**src/lvds_pkg.sv**
```systemverilog
// Purpose: Shared constants, carriers and lane mapping for the pixel serializer
// Assumes: Core clock of 200 MHz, pixel clock far slower than the core clock
// Notes:   Lane mapping is the integrator's fixed choice, kept in one function
package lvds_pkg;

  localparam int LANES = 4;
  localparam int SLOTS = 7;
  localparam int WORD_W = LANES * SLOTS;

  // Default period measure width and clock-loss limit, in core cycles
  localparam int PERIOD_W_DEF = 12;
  localparam int MISS_LIMIT_DEF = 12'hFA0;
  localparam int LOCK_EDGES_DEF = 3;

  localparam logic [SLOTS-1:0] FWD_CLK_PATTERN = 7'h63;
  localparam logic [1:0] RST_SYNC_INIT = 2'h0;

  typedef struct packed {
    logic       spare;
    logic       data_valid;
    logic       frame_sync;
    logic       line_sync;
    logic [7:0] blue;
    logic [7:0] green;
    logic [7:0] red;
  } pixel_word_t;

  typedef logic [LANES-1:0] lane_vec_t;

  // Bit of every lane for one slot; lane l carries word bits l*7 .. l*7+6
  function automatic lane_vec_t lane_slot_bits(input pixel_word_t w,
                                               input logic [2:0] slot);
    logic [WORD_W-1:0] flat;
    lane_vec_t         v;
    flat = w;
    v = '0;
    for (int l = 0; l < LANES; l++) begin
      v[l] = flat[l * SLOTS + int'(slot)];
    end
    return v;
  endfunction

endpackage

```
**src/lvds_pixel_serializer.sv**
```systemverilog
// Purpose: Parallel pixel word to four serial lanes plus forwarded clock
// Assumes: Pixel clock and straps are asynchronous and sampled by CLOCK
// Notes:   Serial bit rate is derived from the measured pixel period
`timescale 1ns/1ps
module lvds_pixel_serializer
  import lvds_pkg::*;
#(
  parameter int PERIOD_W   = PERIOD_W_DEF,
  parameter int MISS_LIMIT = MISS_LIMIT_DEF,
  parameter int LOCK_EDGES = LOCK_EDGES_DEF
) (
  input  wire logic        CLOCK,
  input  wire logic        RESETN,
  input  wire logic        PIXEL_CLOCK_IN,
  input  wire logic        STROBE_EDGE_SELECT,
  input  wire logic        POWER_DOWN_N,
  input  wire pixel_word_t PARALLEL_PIXEL_IN,
  output lane_vec_t        SERIAL_LANE_POS,
  output lane_vec_t        SERIAL_LANE_NEG,
  output logic             FORWARDED_CLOCK_POS,
  output logic             FORWARDED_CLOCK_NEG,
  output logic             LINK_OE,
  output logic             LOCKED
);

  typedef enum logic [2:0] {
    ST_OFF     = 3'b001,
    ST_ACQUIRE = 3'b010,
    ST_RUN     = 3'b100
  } link_state_t;

  localparam int ACC_W = PERIOD_W + 1;
  localparam logic [ACC_W-1:0] SLOT_STEP = ACC_W'(SLOTS);
  localparam logic [2:0] LAST_SLOT = 3'(SLOTS - 1);
  localparam logic [PERIOD_W-1:0] MISS_CNT = PERIOD_W'(MISS_LIMIT);
  localparam logic [2:0] LOCK_CNT = 3'(LOCK_EDGES - 1);

  // Reset release through two flops
  logic [1:0] rst_sync_q;
  logic       rst_n;

  always_ff @(posedge CLOCK or negedge RESETN) begin
    if (!RESETN) begin
      rst_sync_q <= RST_SYNC_INIT;
    end else begin
      rst_sync_q <= {rst_sync_q[0], 1'b1};
    end
  end
  assign rst_n = rst_sync_q[1];

  // All pins but CLOCK and RESETN cross into the core domain together
  logic [WORD_W+2:0] pins_s;
  pixel_word_t       data_s;
  logic              pclk_s;
  logic              strap_s;
  logic              pwr_on_s;

  lvds_sync2 #(
    .WIDTH(WORD_W + 3)
  ) i_lvds_sync2 (
    .clk  (CLOCK),
    .rst_n(rst_n),
    .d    ({PARALLEL_PIXEL_IN, STROBE_EDGE_SELECT, POWER_DOWN_N, PIXEL_CLOCK_IN}),
    .q    (pins_s)
  );

  assign data_s   = pixel_word_t'(pins_s[WORD_W+2:3]);
  assign strap_s  = pins_s[2];
  assign pwr_on_s = pins_s[1];
  assign pclk_s   = pins_s[0];

  link_state_t          state_q,  state_d;
  logic                 pclk_prev_q, pclk_prev_d;
  pixel_word_t          data_old_q, data_old_d;
  pixel_word_t          word_q,   word_d;
  logic [PERIOD_W-1:0]  cnt_q,    cnt_d;
  logic [PERIOD_W-1:0]  period_q, period_d;
  logic [ACC_W-1:0]     acc_q,    acc_d;
  logic [2:0]           slot_q,   slot_d;
  logic [2:0]           edges_q,  edges_d;
  lane_vec_t            lane_q,   lane_d;
  logic                 fclk_q,   fclk_d;
  logic                 oe_q,     oe_d;

  logic                 rise;
  logic                 fall;
  logic                 strobe;
  logic                 missing;
  logic [ACC_W-1:0]     acc_sum;
  logic                 bit_en;

  assign rise    = pclk_s & ~pclk_prev_q;
  assign fall    = ~pclk_s & pclk_prev_q;
  assign strobe  = strap_s ? rise : fall;
  assign missing = (cnt_q == MISS_CNT);
  assign acc_sum = acc_q + SLOT_STEP;
  // Fractional divider: seven bit enables per measured period
  assign bit_en  = (acc_sum >= {1'b0, period_q});

  always_comb begin
    state_d     = state_q;
    pclk_prev_d = pclk_s;
    // Sample seen just before the edge, so hold time is respected
    data_old_d  = data_s;
    word_d      = word_q;
    cnt_d       = missing ? cnt_q : cnt_q + 1'b1;
    period_d    = period_q;
    acc_d       = acc_q;
    slot_d      = slot_q;
    edges_d     = edges_q;
    lane_d      = '0;
    fclk_d      = 1'b0;
    oe_d        = 1'b1;

    if (strobe) begin
      cnt_d    = '0;
      period_d = cnt_q + 1'b1;
    end

    case (state_q)
      ST_OFF: begin
        oe_d = 1'b0;
        if (pwr_on_s) begin
          state_d = ST_ACQUIRE;
        end
      end
      ST_ACQUIRE: begin
        // Lock needs only a few edges, far inside the lock budget
        if (strobe) begin
          edges_d = edges_q + 1'b1;
          if (edges_q == LOCK_CNT) begin
            state_d = ST_RUN;
            word_d  = data_old_q;
            slot_d  = '0;
            acc_d   = '0;
            lane_d  = lane_slot_bits(data_old_q, 3'h0);
            fclk_d  = FWD_CLK_PATTERN[0];
          end
        end
      end
      ST_RUN: begin
        if (strobe) begin
          // New word restarts the slot count, absorbing period drift
          word_d = data_old_q;
          slot_d = '0;
          acc_d  = '0;
          lane_d = lane_slot_bits(data_old_q, 3'h0);
          fclk_d = FWD_CLK_PATTERN[0];
        end else begin
          lane_d = lane_q;
          fclk_d = fclk_q;
          if (bit_en && slot_q != LAST_SLOT) begin
            slot_d = slot_q + 1'b1;
            acc_d  = acc_sum - {1'b0, period_q};
            lane_d = lane_slot_bits(word_q, slot_q + 1'b1);
            fclk_d = FWD_CLK_PATTERN[slot_q + 1'b1];
          end else if (!bit_en) begin
            acc_d = acc_sum;
          end
        end
      end
      default: begin
        state_d = ST_OFF;
        oe_d    = 1'b0;
      end
    endcase

    // Lost clock: drive low and relock on its return
    if (missing && state_q != ST_OFF) begin
      state_d = ST_ACQUIRE;
      edges_d = '0;
      lane_d  = '0;
      fclk_d  = 1'b0;
    end

    // Power-down wins over everything; state, edges, slot, divider and outputs fall back to reset values
    if (!pwr_on_s) begin
      state_d = ST_OFF;
      edges_d = '0;
      slot_d  = '0;
      acc_d   = '0;
      lane_d  = '0;
      fclk_d  = 1'b0;
      oe_d    = 1'b0;
    end
  end

  always_ff @(posedge CLOCK or negedge rst_n) begin
    if (!rst_n) begin
      state_q     <= ST_OFF;
      pclk_prev_q <= 1'b0;
      data_old_q  <= '0;
      word_q      <= '0;
      cnt_q       <= '0;
      period_q    <= '0;
      acc_q       <= '0;
      slot_q      <= '0;
      edges_q     <= '0;
      lane_q      <= '0;
      fclk_q      <= 1'b0;
      oe_q        <= 1'b0;
    end else begin
      state_q     <= state_d;
      pclk_prev_q <= pclk_prev_d;
      data_old_q  <= data_old_d;
      word_q      <= word_d;
      cnt_q       <= cnt_d;
      period_q    <= period_d;
      acc_q       <= acc_d;
      slot_q      <= slot_d;
      edges_q     <= edges_d;
      lane_q      <= lane_d;
      fclk_q      <= fclk_d;
      oe_q        <= oe_d;
    end
  end

  // Legs forced low while disabled; the pad ring floats them on LINK_OE
  assign SERIAL_LANE_POS     = oe_q ? lane_q : '0;
  assign SERIAL_LANE_NEG     = oe_q ? ~lane_q : '0;
  assign FORWARDED_CLOCK_POS = oe_q & fclk_q;
  assign FORWARDED_CLOCK_NEG = oe_q & ~fclk_q;
  assign LINK_OE             = oe_q;
  assign LOCKED              = (state_q == ST_RUN);

endmodule

```
**src/lvds_sync2.sv**
```systemverilog
// Purpose: Two-stage synchroniser for inputs from outside the core clock
// Assumes: Inputs are levels; the first stage feeds only the second
// Notes:   Reset value is zero on every bit
`timescale 1ns/1ps
module lvds_sync2 #(
  parameter int WIDTH = 1
) (
  input  wire logic             clk,
  input  wire logic             rst_n,
  input  wire logic [WIDTH-1:0] d,
  output logic      [WIDTH-1:0] q
);

  logic [WIDTH-1:0] meta_q;
  logic [WIDTH-1:0] stable_q;

  always_ff @(posedge clk or negedge rst_n) begin
    if (!rst_n) begin
      meta_q   <= '0;
      stable_q <= '0;
    end else begin
      meta_q   <= d;
      stable_q <= meta_q;
    end
  end

  assign q = stable_q;

endmodule
```
**config.mk**
```make
export PLATFORM = sky130hd
export DESIGN_NAME = lvds_pixel_serializer
export DESIGN_NICKNAME = d
export VERILOG_FILES = /design/src/lvds_pkg.sv /design/src/lvds_pixel_serializer.sv /design/src/lvds_sync2.sv
export SDC_FILE = /design/constraint.sdc
export NUM_CORES = 1
export LEC_CHECK = 0
export BUFFER_PORTS_ARGS = -buffer_cell sky130_fd_sc_hd__buf_2
export CAP_MARGIN = 20
export CORE_MARGIN = 2
export CORE_UTILIZATION = 30
export CTS_CLUSTER_SIZE = 14
export DETAILED_ROUTE_END_ITERATION = 7
export HOLD_SLACK_MARGIN = 0.02
export PLACE_DENSITY = 0.5
export RECOVER_POWER = 100
export SETUP_SLACK_MARGIN = 0.5
export SLEW_MARGIN = 20
export SYNTH_ARGS = -nofsm -noshare
export SYNTH_HDL_FRONTEND = slang
export SYNTH_SLANG_ARGS = --single-unit
```
**constraint.sdc**
```tcl
create_clock -name CLOCK -period 6.92 [get_ports CLOCK]
set_input_delay 0.692 -clock CLOCK [delete_from_list [all_inputs] [get_ports CLOCK]]
set_output_delay 0.692 -clock CLOCK [all_outputs]
set_load 0.01 [all_outputs]
```
=== Word level (Yosys, flattened, before mapping) ===
Memory sizes are Yosys's and may differ from the RTL's.
Index checks and enable logic that the tools add are counted.

* Flip-flop bits (word level): 173
* ROM bits: 8
* Bits of input ports: 33
* Output and inout bits: 12
* Logic and storage cells: 140
* Memories kept: 1

{| class="wikitable"
|+ Memories
! memory !! words !! bits a word !! read ports !! clocked after Yosys merged registers in !! wr ports !! line !! source
|-
| (no name shown) || 8 || 1 || 1 || 0 || 0 || lvds_pixel_serializer.sv:156 || <nowiki>fclk_d = FWD_CLK_PATTERN[slot_q + 1'b1];</nowiki>
|}

* Add/sub/neg operators: 8
* Magnitude comparators: 6
* Equal/unequal tests: 22
* Muxes and demuxes: 59
* Bitwise gates (word level): 8
* Reduce and logical (&&, ||, !) cells: 9

{| class="wikitable"
|+ Operators with widths
! operator !! number
|-
| $mux W28 || 3
|-
| $mux W13 || 6
|-
| $pmux W28 S2 || 1
|-
| $mux W3 || 13
|-
| $mux W4 || 8
|-
| $pmux W13 S2 || 1
|-
| $mux W12 || 2
|-
| $ne A3 B3 Y1 const B || 7
|-
| $mux W1 || 17
|-
| $bmux W1 S5 || 3
|-
| $add A13 B3 Y13 const B || 1
|-
| $ge A13 B12 Y1 || 1
|-
| $sub A13 B12 Y13 || 1
|-
| $add A12 B1 Y12 const B || 1
|-
| $eq A12 B12 Y1 const B || 1
|-
| $ne A4 B4 Y1 const B || 3
|-
| $reduce_and A4 Y1 || 3
|-
| $ne A5 B5 Y1 const B || 2
|-
| $pmux W3 S3 || 1
|-
| $pmux W4 S2 || 1
|-
| $add A3 B1 Y3 const B || 2
|-
| $add A5 B3 Y6 const A || 1
|-
| $eq A3 B2 Y1 const B || 2
|-
| $lt A3 B6 Y1 const B || 1
|-
| 22 further kinds || 30
|}

=== Longest topological paths before layout ===
* Depth in word-level cells: 10
* Mapped depth: 16
* Gate-level depth less buffers: 15

=== Cells and area by module ===
A second synthesis with hierarchy kept.

* Cell total of the unflattened synthesis: 659
* Area total of the unflattened synthesis: 7,377.1 µm²

{| class="wikitable"
|+ By module, submodules not included
! module !! times used !! cells each !! area each (µm²)
|-
| lvds_pixel_serializer || 1 || 597 || 5,825.6
|-
| lvds_sync2 || 1 || 62 || 1,551.5
|}

=== Least setup slack after synthesis ===
Ideal clock, no wire load.

* Path type: reg-to-reg
* From: register acc_q[0]
* To: register acc_q[0]
* Library setup time: 0.104 ns
* Data arrival time: 3.233 ns
* Required time: 6.816 ns
* Setup slack: 3.583 ns
* Cell stages (with the launch flop): 15
* Buffers on the path: 0
* Clock period less this slack: 3.337 ns
* Cells stage by stage: dfrtp_1 > inv_1 > ha_1 > nor2b_1 > nor2_1 > and4_1 > xor2_1 > ha_1 > a21o_1 > or2_2 > o211ai_2 > a211o_1 > a21boi_4 > or4_1 > o311ai_1

* Word-level cells in the longest chain between the ends: 7

{| class="wikitable"
|+ Ends and longest elaborated chain
! element !! line !! source
|-
| start, declared || lvds_pixel_serializer.sv:78 || <nowiki>logic [ACC_W-1:0] acc_q, acc_d;</nowiki>
|-
| start signal, assigned || lvds_pixel_serializer.sv:196 || <nowiki>acc_q <= '0;</nowiki>
|-
| start signal, assigned || lvds_pixel_serializer.sv:209 || <nowiki>acc_q <= acc_d;</nowiki>
|-
| $add A13 B3 Y13 * || lvds_pixel_serializer.sv:96 || <nowiki>assign acc_sum = acc_q + SLOT_STEP;</nowiki>
|-
| $ge A13 B12 Y1 || lvds_pixel_serializer.sv:98 || <nowiki>assign bit_en = (acc_sum >= {1'b0, period_q});</nowiki>
|-
| $logic_and A1 B1 Y1 || lvds_pixel_serializer.sv:152 || <nowiki>if (bit_en && slot_q != LAST_SLOT) begin</nowiki>
|-
| $mux W13 || lvds_pixel_serializer.sv:152 ||
|-
| $mux W13 || lvds_pixel_serializer.sv:142 || <nowiki>if (strobe) begin</nowiki>
|-
| $pmux W13 S2 || lvds_pixel_serializer.sv:120 || <nowiki>case (state_q)</nowiki>
|-
| $mux W13 || lvds_pixel_serializer.sv:177 || <nowiki>if (!pwr_on_s) begin</nowiki>
|}

Every way passes the cells marked *; elsewhere a longest branch is shown, timed or not. The select of a mux whose other input is x is not followed.
A chain may end at the register's enable or synchronous reset.

==> flow_summary.json <==
{
  "synth_cells": 661,
  "use_met3_pct": 2.94,
  "nets": 767,
  "cts_buffer_depth": 2,
  "p_per_area_nw_per_um2": 272,
  "worstSetupStartpoint": "rst_sync_q[1]",
  "cp_slowest_stage_delay_ns": 1.90,
  "gr-usage-all-layers_pct": 12.1,
  "numCtsBuffers": 17,
  "synthArstFlopShare_pct": 100,
  "clk_pin_slew_ns": 0.08,
  "synth_compound_area_share_pct": 8.08,
  "hold_viol": 0,
  "seq_area_frac_synth_pct": 59.5,
  "cap_violations": 2,
  "clk_latency_ns": 0.44,
  "drt_iter0_markers": 247,
  "slew_violations": 113,
  "numClockSinks": 173,
  "p_total_mw": 2.30,
  "yosys.area_share.adder_pct": 4.40,
  "netlist_area_um2": 7280,
  "dr.pass1.iters": 4,
  "ctsResizeCount": 0,
  "final_area_um2": 8450,
  "ir_drop_mv": 0.174,
  "synth_nets": 719,
  "yosys.area_share.simple_pct": 16.4,
  "gr-max-usage-layer": "met2",
  "syn2layout_area_growth_pct": 16.1,
  "violations": "max-capacitance violations, max-slew violations",
  "critical_path_buf_inv_count": 1,
  "drt-vias-per-instance": 4.49,
  "pre_cts_slack_ns": 2.81,
  "setup_tns_ns": 0,
  "num_vias": 4700,
  "post_drt_wl_per_cell_um": 13.7,
  "critPathMaxFanout": 61,
  "period_needed_ns": 4.27,
  "dp_hpwl_um": 10000,
  "fin_skew_ns": 0.0102,
  "dieArea_um2": 25500,
  "rsz0062_at_grt": "false",
  "synth_cell_types": 58,
  "cp_top_family": "flip-flops",
  "grt_pass1_vias": 4819,
  "synth_top_family_by_area": "simple AND/OR/NAND/NOR gates",
  "diodes": 0,
  "synth-seq-cells": 173,
  "required_ns": 6.93,
  "setup.worst_path.class": "reg -> async",
  "grt_remaining_overflow": 0,
  "gp_congestion": 0.800,
  "rr_startpoint": "rst_sync_q[1]",
  "synth-xor-area-share_pct": 4.33,
  "ys.flop_type": "dfrtp_1",
  "placedInstanceArea_um2": 7850,
  "core_area_um2": 24100,
  "max_freq_ghz": 0.234,
  "met1_usage_pct": 15.7,
  "die_y_um": 160,
  "synth_edf_count": 0,
  "layout_setup_ws_ns": 2.65,
  "post_cts_buffers": 0,
  "finalSetupViolations": 0,
  "worstHoldPathType": "reg -> reg",
  "worst_slew_pin_slew_ns": 2.53,
  "startpoint_type": "flop",
  "postSynthAreaPerCell_um2": 11.0,
  "grt_pass1_wl_um": 24400,
  "p_leak_nw": 3.91,
  "relSlewSlack_pct": -68.7,
  "fin_crit_sh_pct": 61.6,
  "grt_max_degree": 63,
  "port_buffers": 44,
  "fp.dieW_um": 160,
  "cpMaxStageDelayCell": "dfrtp_1",
  "antenna_found_initial": 0,
  "ios": 45,
  "crit_arrival_ns": 4.28,
  "grt.met2_usage_pct": 20.0,
  "critPathCaptureType": "asynchronous set/reset pin",
  "path_cells": "clkbuf_1",
  "cts_tree": "built",
  "min-delay-start": "i_lvds_sync2.q[13]",
  "finalWirelength_um": 14300,
  "drive_above_1_share_pct": 12.2,
  "rows": 57,
  "initial_utilization_pct": 30.2,
  "synth_mux_area_share_pct": 4.52,
  "status": "finished with violations",
  "synth-warning-count": 0,
  "ant_nets": 0,
  "drc_errors": 0,
  "htree_levels": 4,
  "holdWs_ns": 0.346,
  "cts-root-buf": "clkbuf_16"
}
==> metrics by stage <==
| stage | cells | utilization [%] |
|---|---|---|
| after floorplan | 661 | - |
| after global placement | 1013 | 32.6 |
| after detailed placement | 1013 | 32.6 |
| after CTS | 1046 | 35.2 |
| after global routing | 1046 | 35.1 |
| final | 1046 | 35.1 |
==> cell usage after synthesis, drive strengths merged (3+ instances only) <==
cell / n / share of area (%)
a21boi: 4 / 0.57
nand3: 13 / 0.89
buf: 13 / 0.96
and2: 7 / 0.60
mux2i: 7 / 0.96
nand2: 132 / 6.8
inv: 27 / 1.4
xor2: 18 / 2.2
nand4: 10 / 0.94
dfrtp: 172 / 59
nor2: 51 / 2.6
xnor2: 18 / 2.2
ha: 24 / 4.1
mux4: 11 / 3.4
nor2b: 11 / 1.0
and3: 4 / 0.41
or2: 3 / 0.26
clkbuf: 8 / 0.43
a211oi: 3 / 0.31
o211ai: 4 / 0.48
a21oi: 35 / 2.5
o31ai: 3 / 0.31
nor3: 10 / 0.69
o21ai: 29 / 2.0
nand2b: 9 / 0.77
a31oi: 8 / 0.69
==> state kept, by name (all words and copies together), names as in the netlist <==
| name | flops |
|---|---|
| data_old_q | 28 |
| period_q | 12 |
| state_q | 3 |
| acc_q | 13 |
| LINK_OE | 1 |
| edges_q | 3 |
| slot_q | 3 |
| word_q | 28 |
| i_lvds_sync2.meta_q | 31 |
| pclk_prev_q | 1 |
| fclk_q | 1 |
| lane_q | 4 |
| i_lvds_sync2.q | 31 |
| cnt_q | 12 |
| rst_sync_q | 2 |
==> cells by family after synthesis <==
family | Yosys count
xor+xnor | 36
flops | 173
buf+inv | 48
fa+ha+maj | 25
mux | 19
simple gates | 262
compound gates | 97
other cells | 1
==> report_power, final <==
| part | switching (mW) | internal [mW] | total (mW) |
|---|---|---|---|
| sequential | 0.0417 | 1.07 | 1.11 |
| combinational | 0.118 | 0.0811 | 0.199 |
| clock | 0.494 | 0.503 | 0.996 |
==> timing repair <==
action	CTS	global route
hold buffers	1	0
endpoints found under the setup margin	0	0
hold endpoints to repair	2	0
==> per-layer routing <==
metal | up-vias | part of all wire (%)
li1 | 2321 | -
met1 | 2292 | 47
met2 | 72 | 48
met3 | 15 | 3.6
met4 | 0 | 1.4
met5 | - | 0
==> final timing paths <==
kind | endpoint | slack, ns | cells after the start
max in group CLOCK | fclk_q | 2.77 | 14
min reg2reg | data_old_q[10] | 0.35 | 0
max | word_q[7] | 2.65 | 1
max reg2reg | word_q[7] | 2.65 | 1
min | data_old_q[10] | 0.35 | 0
min in group asynchronous | rst_sync_q[0] | 0.55 | 2
==> placed cells by master, fill, tap and decap left out, types with 8 or more instances in the layout <==
| cell | count |
|---|---|
| dfrtp_1 | 172 |
| nand2_1 | 132 |
| nor2_1 | 51 |
| a21oi_1 | 35 |
| buf_2 | 31 |
| o21ai_0 | 28 |
| inv_1 | 27 |
| ha_1 | 24 |
| xor2_1 | 18 |
| xnor2_1 | 18 |
| clkbuf_16 | 17 |
| clkbuf_1 | 16 |
| nand3_1 | 13 |
| mux4_2 | 11 |
| nor3_1 | 10 |
| nor2b_1 | 10 |
| nand2b_1 | 9 |
| nand4_1 | 9 |
| a31oi_1 | 8 |
==> layout make-up <==
cell class,count,area (µm²)
Inverter,27,101
Clock inverter,15,210
Fill cell,2516,15700
Sequential cell,173,4330
Tap cell,324,405
Multi-Input combinational cell,440,2740
Clock buffer,17,425
Timing Repair Buffer,50,240
Note: power is estimated with default switching activity, not from simulation.
